<file path="src/aux_gpio_pkg.sv">
// Package for the auxiliary pin and control-pin GPIO block
package aux_gpio_pkg;
  // Register indices (byte-wide register file, no bus)
  localparam logic [6:0] REG_AUX_TWO_CTRL  = 7'h63;
  localparam logic [6:0] REG_CTRL_PIN_GPIO = 7'h64;
  localparam logic [6:0] REG_INT_FLAGS     = 7'h60;
  // Auxiliary pin register field positions
  localparam int AUX_FUNC_HI  = 7;
  localparam int AUX_FUNC_LO  = 4;
  localparam int AUX_OUT_BIT  = 3;
  localparam int AUX_IN_BIT   = 2;
  localparam int AUX_DUR_BIT  = 1;
  // Auxiliary pin function codes
  localparam logic [3:0] AUX_FUNC_GPI = 4'h3;
  localparam logic [3:0] AUX_FUNC_GPO = 4'h4;
  // Control-pin register field positions
  localparam int SDA_FUNC_HI = 7;
  localparam int SDA_FUNC_LO = 6;
  localparam int SDA_OUT_BIT = 5;
  localparam int SDA_IN_BIT  = 4;
  localparam int SCL_FUNC_HI = 3;
  localparam int SCL_FUNC_LO = 2;
  localparam int SCL_OUT_BIT = 1;
  localparam int SCL_IN_BIT  = 0;
  // Pin role codes
  typedef enum logic [1:0] {
    PIN_UNUSED = 2'b00,
    PIN_INPUT  = 2'b01,
    PIN_OUTPUT = 2'b10
  } pin_role_t;
  // Reset values
  localparam logic [7:0] AUX_CTRL_RESET = 8'h00;
  localparam logic [7:0] PIN_CTRL_RESET = 8'h00;
  // Interrupt pulse timing
  localparam int  CLK_HZ           = 25_000_000;
  localparam int  IRQ_PULSE_US     = 2000;
  localparam int  IRQ_PULSE_CYCLES = (CLK_HZ / 1_000_000) * IRQ_PULSE_US;
  localparam int  CNT_W            = 17;
  // Register write or read request
  typedef struct packed {
    logic       wr;
    logic       rd;
    logic [6:0] addr;
    logic [7:0] wdata;
  } reg_req_t;
endpackage

</file>
<file path="src/aux_gpio.sv">
// Auxiliary pin and control-pin GPIO logic of the codec
`timescale 1ns/1ns
module aux_gpio (
  input  wire logic                   mclk_i,
  input  wire logic                   rst_i,
  input  wire aux_gpio_pkg::reg_req_t req_i,
  output logic [7:0]                  rdata_o,
  input  wire logic                   irq_event_i,
  input  wire logic                   spi_select_i,
  input  wire logic                   aux_pin_two_i,
  output logic                        aux_pin_two_o,
  output logic                        aux_pin_two_oe_o,
  input  wire logic                   sda_i,
  output logic                        sda_o,
  output logic                        sda_oe_o,
  input  wire logic                   scl_i,
  output logic                        scl_o,
  output logic                        scl_oe_o
);
  import aux_gpio_pkg::*;

  typedef enum logic [1:0] {
    IRQ_IDLE  = 2'b00,
    IRQ_PULSE = 2'b01,
    IRQ_GAP   = 2'b11
  } irq_state_t;

  logic [7:0]       aux_ctrl;
  logic [7:0]       pin_ctrl;
  logic [2:0]       sync_a;
  logic [2:0]       sync_b;
  logic             aux_in;
  logic             sda_in;
  logic             scl_in;
  logic             spi_mode;
  logic [CNT_W-1:0] irq_cnt;
  irq_state_t       irq_state;
  logic             irq_pend;
  logic             irq_level;
  logic             flags_read;
  pin_role_t        sda_role;
  pin_role_t        scl_role;
  logic [3:0]       aux_func;
  logic             aux_gpo;
  logic             aux_gpi;

  // Two-stage synchronisers for pins and the select strap
  always_ff @(posedge mclk_i or posedge rst_i) begin
    if (rst_i) begin
      sync_a <= 3'h0;
      sync_b <= 3'h0;
      spi_mode <= 1'b0;
    end else begin
      sync_a <= {aux_pin_two_i, sda_i, scl_i};
      sync_b <= sync_a;
      spi_mode <= spi_select_i;
    end
  end

  logic spi_sync;
  always_ff @(posedge mclk_i or posedge rst_i) begin
    if (rst_i) begin
      spi_sync <= 1'b0;
    end else begin
      spi_sync <= spi_mode;
    end
  end

  assign aux_in     = sync_b[2];
  assign sda_in     = sync_b[1];
  assign scl_in     = sync_b[0];
  assign sda_role   = pin_role_t'(pin_ctrl[SDA_FUNC_HI:SDA_FUNC_LO]);
  assign scl_role   = pin_role_t'(pin_ctrl[SCL_FUNC_HI:SCL_FUNC_LO]);
  assign aux_func   = aux_ctrl[AUX_FUNC_HI:AUX_FUNC_LO];
  assign aux_gpo    = (aux_func == AUX_FUNC_GPO);
  assign aux_gpi    = (aux_func == AUX_FUNC_GPI);
  assign flags_read = req_i.rd && (req_i.addr == REG_INT_FLAGS);

  // Aux control register: writable bits and sensed input
  always_ff @(posedge mclk_i or posedge rst_i) begin
    if (rst_i) begin
      aux_ctrl <= AUX_CTRL_RESET;
    end else begin
      if (req_i.wr && req_i.addr == REG_AUX_TWO_CTRL) begin
        aux_ctrl[7:3] <= req_i.wdata[7:3];
        aux_ctrl[AUX_DUR_BIT] <= req_i.wdata[AUX_DUR_BIT];
      end
      aux_ctrl[AUX_IN_BIT] <= aux_gpi ? aux_in : 1'b0;
      aux_ctrl[0] <= 1'b0;
    end
  end

  // Control-pin register: fields and sensed levels
  always_ff @(posedge mclk_i or posedge rst_i) begin
    if (rst_i) begin
      pin_ctrl <= PIN_CTRL_RESET;
    end else begin
      if (req_i.wr && req_i.addr == REG_CTRL_PIN_GPIO) begin
        pin_ctrl[SDA_FUNC_HI:SDA_OUT_BIT] <= req_i.wdata[SDA_FUNC_HI:SDA_OUT_BIT];
        pin_ctrl[SCL_FUNC_HI:SCL_OUT_BIT] <= req_i.wdata[SCL_FUNC_HI:SCL_OUT_BIT];
      end
      pin_ctrl[SDA_IN_BIT] <= (spi_sync && sda_role == PIN_INPUT) ? sda_in : 1'b0;
      pin_ctrl[SCL_IN_BIT] <= (spi_sync && scl_role == PIN_INPUT) ? scl_in : 1'b0;
    end
  end

  // Interrupt pulse generator: single pulse or repeated until flags read
  always_ff @(posedge mclk_i or posedge rst_i) begin
    if (rst_i) begin
      irq_state <= IRQ_IDLE;
      irq_cnt   <= '0;
      irq_pend  <= 1'b0;
      irq_level <= 1'b0;
    end else begin
      // Event wins over a simultaneous flags read
      if (irq_event_i) begin
        irq_pend <= 1'b1;
      end else if (flags_read) begin
        irq_pend <= 1'b0;
      end
      case (irq_state)
        IRQ_IDLE: begin
          if (irq_event_i) begin
            irq_state <= IRQ_PULSE;
            irq_level <= 1'b1;
            irq_cnt   <= CNT_W'(IRQ_PULSE_CYCLES - 1);
          end
        end
        IRQ_PULSE: begin
          if (irq_cnt != '0) begin
            irq_cnt <= irq_cnt - 1'b1;
          end else if (!aux_ctrl[AUX_DUR_BIT]) begin
            irq_state <= IRQ_IDLE;
            irq_level <= 1'b0;
          end else begin
            irq_state <= IRQ_GAP;
            irq_level <= 1'b0;
            irq_cnt   <= CNT_W'(IRQ_PULSE_CYCLES - 1);
          end
        end
        IRQ_GAP: begin
          if (irq_cnt != '0) begin
            irq_cnt <= irq_cnt - 1'b1;
          end else if (irq_pend && !flags_read) begin
            irq_state <= IRQ_PULSE;
            irq_level <= 1'b1;
            irq_cnt   <= CNT_W'(IRQ_PULSE_CYCLES - 1);
          end else begin
            irq_state <= IRQ_IDLE;
          end
        end
        default: begin
          irq_state <= IRQ_IDLE;
          irq_level <= 1'b0;
        end
      endcase
    end
  end

  // Aux pin output stage
  always_ff @(posedge mclk_i or posedge rst_i) begin
    if (rst_i) begin
      aux_pin_two_o    <= 1'b0;
      aux_pin_two_oe_o <= 1'b0;
    end else begin
      if (aux_gpo) begin
        aux_pin_two_o    <= aux_ctrl[AUX_OUT_BIT];
        aux_pin_two_oe_o <= 1'b1;
      end else begin
        aux_pin_two_o    <= irq_level;
        aux_pin_two_oe_o <= (aux_func != AUX_FUNC_GPI) && (aux_func != 4'h0);
      end
    end
  end

  // Open-drain stages for SDA and SCL
  always_ff @(posedge mclk_i or posedge rst_i) begin
    if (rst_i) begin
      sda_o    <= 1'b0;
      sda_oe_o <= 1'b0;
      scl_o    <= 1'b0;
      scl_oe_o <= 1'b0;
    end else begin
      sda_o <= 1'b0;
      scl_o <= 1'b0;
      // SDA low for output bit 0
      sda_oe_o <= spi_sync && sda_role == PIN_OUTPUT && !pin_ctrl[SDA_OUT_BIT];
      // SCL low for output bit 0
      scl_oe_o <= spi_sync && scl_role == PIN_OUTPUT && !pin_ctrl[SCL_OUT_BIT];
    end
  end

  // Read data, registered
  always_ff @(posedge mclk_i or posedge rst_i) begin
    if (rst_i) begin
      rdata_o <= 8'h00;
    end else if (req_i.rd && req_i.addr == REG_AUX_TWO_CTRL) begin
      rdata_o <= aux_ctrl;
    end else if (req_i.rd && req_i.addr == REG_CTRL_PIN_GPIO) begin
      rdata_o <= pin_ctrl;
    end else begin
      rdata_o <= 8'h00;
    end
  end
endmodule

</file>
<file path="config.mk">
export PLATFORM = sky130hd
export DESIGN_NAME = aux_gpio
export DESIGN_NICKNAME = d
export VERILOG_FILES = /design/src/aux_gpio_pkg.sv /design/src/aux_gpio.sv
export SDC_FILE = /design/constraint.sdc
export NUM_CORES = 1
export LEC_CHECK = 0
export BUFFER_PORTS_ARGS = -buffer_cell sky130_fd_sc_hd__clkbuf_2
export CORE_MARGIN = 2
export CORE_UTILIZATION = 55
export CTS_CLUSTER_SIZE = 28
export DETAILED_ROUTE_END_ITERATION = 10
export PLACE_DENSITY = 0.77
export SYNTH_ARGS = -nofsm -noshare
export SYNTH_HDL_FRONTEND = slang
export SYNTH_SLANG_ARGS = --single-unit
</file>
<file path="constraint.sdc">
create_clock -name mclk_i -period 5.9 [get_ports mclk_i]
set_input_delay 0 -clock mclk_i [delete_from_list [all_inputs] [get_ports mclk_i]]
set_output_delay 0 -clock mclk_i [all_outputs]
set_load 0.05 [all_outputs]
</file>
==> results of run 1 <==
-- timing repair --
action | 4_1_cts | 5_1_grt
endpoints found under the setup margin | 0 | 0
hold endpoints to repair | 73 | 0
hold buffers | 13 | 0
-- per-layer routing --
metal / vias up / GRT usage (%) / part of all wire [%]
li1: 952 / - / -
met1: 958 / 30.6 / 48
met5: - / 0 / 0
met2: 36 / 32.2 / 47
met3: 10 / 4.25 / 3.3
met4: 0 / 7.27 / 1.7
-- synth_stat cells, types with 2 or more instances --
library cell and n:
and4_1 2, nand2b_1 2, inv_1 9, nand4_2 3, ha_1 6, nor4_1 3
or4_1 5, nor3_1 4, and3_2 2, a221o_1 2, nand4_1 5, and2_1 2
o21ai_1 5, a211o_1 2, o211a_1 3, nor3_2 3, a21oi_2 2, and4b_1 2
nand3_1 10, nor2_1 8, mux2_2 12, a211oi_1 2, or2_2 2, clkbuf_1 3
buf_4 2, nand4bb_1 2, o31ai_1 3, a22o_1 7, nor2b_1 2, dfrtp_1 56
mux2i_1 2, or3_1 11, nand2_1 12, o21ai_0 8
-- layout make-up --
| type | count | area share (%) |
|---|---|---|
| Clock buffer | 5 | 2.22 |
| Clock inverter | 3 | 0.686 |
| Inverter | 9 | 1.09 |
| Multi-Input combinational cell | 156 | 38.7 |
| Sequential cell | 56 | 45.2 |
| Tap cell | 54 | 2.18 |
| Timing Repair Buffer | 48 | 9.93 |
-- kinds of logic (layout without fill, tap and decap cells) --
kind of cell,Yosys count,in the layout,synth area share [%]
and+or+nand+nor,90,90,22.2
adders and majority gates,6,6,2.81
other,1,2,0.140
DFF,56,56,52.4
muxes,15,15,6.36
AOI/OAI and AO/OA,42,42,12.9
xor gates and xnor gates,1,1,0.328
buffers and inverters,16,65,2.85
-- report_power, final --
group          switching (W)  internal (W)  leakage, nW
clock               0.000126     0.0000845       0.0445
sequential        0.00000930      0.000396        0.680
combinational      0.0000315     0.0000221        0.710
-- registers in the layout, indices dropped and copies added (netlist names) --
register and cells:
rdata_o 8, aux_pin_two_oe_o 1, scl_oe_o 1, spi_mode 1, irq_pend 1, aux_pin_two_o 1, pin_ctrl 8, sync_a 3
irq_level 1, irq_cnt 17, sync_b 3, sda_oe_o 1, spi_sync 1, aux_ctrl 7, irq_state 2
-- cell usage in the layout, fill, tap and decap left out, types with 5 or more instances in the layout --
master         netlist  layout
ha_1                 6       6
clkbuf_8             0       5
dfrtp_1             56      56
o21ai_1              5       5
nand3_1             10      10
dlygate4sd3_1        0      13
or4_1                5       5
o21ai_0              8       8
nand4_1              5       5
mux2_2              12      12
nor2_1               8       8
nand2_1             12      12
clkbuf_2             0      34
or3_1               11      11
inv_1                9       8
a22o_1               7       7
-- worst paths after layout --
check | cells past startpoint | slack [ns] | startpoint | to
hold / removal | 4 | 0.14 | req_i[9] | irq_pend$_DFFE_PP0P_
setup / recovery | 6 | 3.51 | irq_state[0]$_DFFE_PP0P_ | irq_cnt[5]$_DFFE_PP0P_
max in group asynchronous | 4 | 5.04 | rst_i | irq_pend$_DFFE_PP0P_
min in group asynchronous | 4 | 0.40 | rst_i | sync_b[0]$_DFF_PP0_
setup reg to reg | 6 | 3.51 | irq_state[0]$_DFFE_PP0P_ | irq_cnt[5]$_DFFE_PP0P_
hold reg to reg | 0 | 0.36 | sync_a[1]$_DFF_PP0_ | sync_b[1]$_DFF_PP0_
-- critical path, stage by stage, from the launching register on --
cell and delay (ns):
dfrtp_1 0.45, inv_1 0.09, ha_1 0.19, nor2b_1 0.19, nor2_1 0.55, or2b_2 0.42, a221o_1 0.37
-- stage by stage --
step	setup slack (ns)	instance area, um2	util [%]	hold slack (ns)	instances
2_1_floorplan	3.88	2680	-	0.0314	228
3_3_place_gp	3.59	2880	61.4	0.108	310
3_5_place_dp	3.56	2880	61.4	0.110	310
4_1_cts	3.54	3100	66.1	0.133	331
5_1_grt	3.40	3100	66.1	0.166	331
6_report	3.51	3100	66.1	0.137	331
==> results_dict.tcl, run 1 <==
set metrics [dict create \
    grt_pass1_vias 1879 \
    hp-class "in2reg" \
    grt_pass1_wl_um 8760 \
    drtIter0Drc 130 \
    maxCapViolations 0 \
    core_mm2 0.00469 \
    start_util_pct 57.0 \
    root_buffer "clkbuf_8" \
    mappedNetlistArea_mm2 0.00267 \
    yosys_warnings 0 \
    die_h_um 73.7 \
    rsz0062_at_grt "false" \
    async_reset_ff_share_pct 100 \
    nets 306 \
    clockBufferDepth 2 \
    numCtsBuffers 5 \
    htree_levels 2 \
    synth_area_leaders "dfrtp_1 52%, mux2_2 5.1%, ha_1 2.8%" \
    slew_headroom_pct 54.3 \
    critical_path_class "reg2reg" \
    synth.avg_cell_area_um2 11.8 \
    wl_um 5220 \
    num_rows 25 \
    finalCriticalPeriod_ns 2.39 \
    clk_latency_ns 0.31 \
    yosysSeqAreaShare_pct 52.4 \
    via_count 1956 \
    finalPower_w 0.000670 \
    firstDrtPassIters 4 \
    yosys.area.top_type "dfrtp_1" \
    grt_antenna_before_repair 0 \
    syn_to_final_growth_pct 16.0 \
    clock-sinks 56 \
    yosysTopAreaCellShare_pct 52.4 \
    period_share_pct 40.5 \
    ant_nets 0 \
    grt_overflow 0 \
    die_x_um 73.7 \
    fmaxAchievable_ghz 0.419 \
    postCtsSetupBuffers 0 \
    drive_above_1_share_pct 27.8 \
    cts_resized 0 \
    wl_per_cell_um 15.8 \
    ir_drop_uv 140 \
    finClkSkew_ns 0.00599 \
    dp_hpwl_um 3600 \
    start_kind "register" \
    synth_edf_count 0 \
    die-area_mm2 0.00544 \
    leakagePower_nw 1.44 \
    critPathMaxFanout 10 \
    gp_routability_congestion 0.799 \
    grt_use_total_pct 21.3 \
    synthCells 227 \
    power_density_mw_per_mm2 216 \
    multiInputGateArea_mm2 0.00120 \
    ys_types 57 \
    tightestPinTransition_ns 0.683 \
    cp.required_ns 6.09 \
    grt_max_degree 57 \
    finalSetupViolations 0 \
    end_kind "register" \
    io_buffer_count 34 \
    cts_tree "built" \
    finalSetupTns_ns 0 \
    arrival_ns 2.58 \
    route.detailed.drc 0 \
    maxSlewViolCount 0 \
    final-seq-area_mm2 0.00140 \
    ys.flop_type "dfrtp_1" \
    cts.clk_slew.worst_paths_ns 0.09 \
    n_fill_cell 361 \
    diodes 0 \
    hold_viol_final 0 \
    status "finished, final reports clean" \
    io_pins 38 \
    via_per_inst 5.91 \
    synth_seq_cells 56 \
]
(Power assumes the default switching activity.)
==> run 2, diff against run 1 <==
==> constraint.sdc (replaced) <==
create_clock -name mclk_i -period 2.4 [get_ports mclk_i]
set_input_delay 0 -clock mclk_i [delete_from_list [all_inputs] [get_ports mclk_i]]
set_output_delay 0 -clock mclk_i [all_outputs]
set_load 0.05 [all_outputs]
==> run 2 against run 1 <==
First-iteration DRC count is 5.4% higher; combinational power grew to 2.5 times the previous value; register-to-register slack worse by 3.3 ns; critical path depth increased by 1; largest cell class unchanged; largest power group unchanged; highest routed layer unchanged.
==> results_dict.tcl, run 2 (synthesized netlist as in run 1, its figures left out) <==
set metrics [dict create \
    status "finished, final reports clean" \
    fin_ws_ns 0.163 \
    final-seq-area_mm2 0.00140 \
    grt_pass1_wl_um 9030 \
    grt_antenna_before_repair 0 \
    reg.largest.list "irq_cnt: 17 flops, pin_ctrl: 8 flops, rdata_o: 8 flops" \
    gp_routability_congestion 0.858 \
    ant_nets 0 \
    die-area_mm2 0.00544 \
    n_fill_cell 370 \
    grt_overflow 0 \
    diodes 0 \
    combPwrFrac_pct 7.2 \
    pwr-share-clk_pct 39.3 \
    holdWs_ns 0.141 \
    root_buffer "clkbuf_8" \
    via_count 1952 \
    finalPower_w 0.00186 \
    pre_cts_ws_ns 0.222 \
    tightestPinTransition_ns 0.541 \
    rsz0062_at_grt "false" \
    die_h_um 73.7 \
    leakagePower_nw 1.48 \
    clockBufferDepth 2 \
    start_kind "register" \
    critical_path_class "reg2reg" \
    maxCapViolations 0 \
    firstDrtPassIters 5 \
    ir_drop_uv 373 \
    numCtsBuffers 5 \
    switching_share_pct 22.2 \
    route.detailed.drc 0 \
    nets 311 \
    regMostFlops "irq_cnt" \
    cts.clk_slew.worst_paths_ns 0.10 \
    reg2reg_depth 7 \
    finClkSkew_ns 0.00543 \
    finalCriticalPeriod_ns 2.24 \
    arrival_ns 2.49 \
    maxSlewViolCount 0 \
    grt_max_degree 27 \
    p_seq_share_pct 53.5 \
    largest_reg_flops 17 \
    layout_commonest_cell "dfrtp_1" \
    slew_headroom_pct 63.9 \
    clock-sinks 56 \
    hp-class "in2reg" \
    min_path_cells 4 \
    ctsHoldBuffers 13 \
    final_cell_mix "56 x dfrtp_1, 34 x clkbuf_2, 13 x dlygate4sd3_1" \
    postCtsSetupBuffers 0 \
    critPathMaxFanout 6 \
    multiInputGateArea_mm2 0.00120 \
    clk_latency_ns 0.31 \
    drtIter0Drc 137 \
    hold_viol_final 0 \
    switching_power_w 0.000414 \
    die_x_um 73.7 \
    grt_pass1_vias 1884 \
    core_mm2 0.00469 \
    cts_tree "built" \
    cts_resized 0 \
    power_density_mw_per_mm2 585 \
    num_rows 25 \
    io_buffer_count 34 \
    period_share_pct 93.2 \
    dp_hpwl_um 3980 \
    start_util_pct 57.0 \
    syn_to_final_growth_pct 19.1 \
    wl_per_cell_um 16.7 \
    end_kind "register" \
    final_core_util_pct 67.9 \
    drive_above_1_share_pct 29.1 \
    finalSetupViolations 0 \
    p_int_w 0.00145 \
    htree_levels 2 \
    grt_use_total_pct 22.4 \
    finalSetupTns_ns 0 \
    io_pins 38 \
    fmaxAchievable_ghz 0.447 \
    via_per_inst 5.81 \
    cp.required_ns 2.65 \
    wl_um 5620 \
]
## run 2: area by class of cell
type	instances	area share, %
Timing Repair Buffer	53	10.8
Clock buffer	5	2.16
Multi-Input combinational cell	156	37.7
Sequential cell	56	44.0
Inverter	9	1.06
Tap cell	54	2.12
Clock inverter	3	2.16
## run 2: final timing paths
check,startpoint,end,slack (ns)
min in group asynchronous,rst_i,pin_ctrl[3]$_DFFE_PP0P_,0.26
max in group asynchronous,rst_i,aux_ctrl[3]$_DFFE_PP0P_,1.49
max reg2reg,irq_state[0]$_DFFE_PP0P_,irq_cnt[15]$_DFFE_PP0P_,0.16
min,req_i[8],irq_pend$_DFFE_PP0P_,0.14
max,irq_state[0]$_DFFE_PP0P_,irq_cnt[15]$_DFFE_PP0P_,0.16
min reg2reg,sync_a[2]$_DFF_PP0_,sync_b[2]$_DFF_PP0_,0.36
## run 2: metal layers
metal / vias to the layer above / track usage [%] / part of all wire [%] / wire length [um]
li1: 958 / - / - / -
met1: 943 / 31.4 / 47 / 2650
met2: 45 / 34.9 / 47 / 2670
met3: 6 / 5.21 / 4.2 / 234
met4: 0 / 6.67 / 1.1 / 63
met5: - / 0 / 0 / 0
## run 2: critical path, stage by stage, from the launching register on
cell,delay (ns)
dfrtp_1,0.45
inv_1,0.09
ha_1,0.20
nor2b_1,0.20
or2_1,0.27
or4_1,0.54
or3_1,0.33
nand3_1,0.08
## run 2: power by group through the flow
stage / clock network (W) / logic, W / registers, W
after floorplan: 0 / 0.0000524 / 0.00103
after global placement: 0 / 0.000116 / 0.00101
after detailed placement: 0 / 0.000119 / 0.00102
after CTS: 0.000742 / 0.000135 / 0.000997
after global routing: 0.000778 / 0.000146 / 0.00100
final: 0.000732 / 0.000134 / 0.000998
## run 2: stage by stage
step           area [um2]  cells
4_1_cts              3190    336
2_1_floorplan        2680    228
6_report             3190    336
3_5_place_dp         2920    315
5_1_grt              3190    336
3_3_place_gp         2920    315
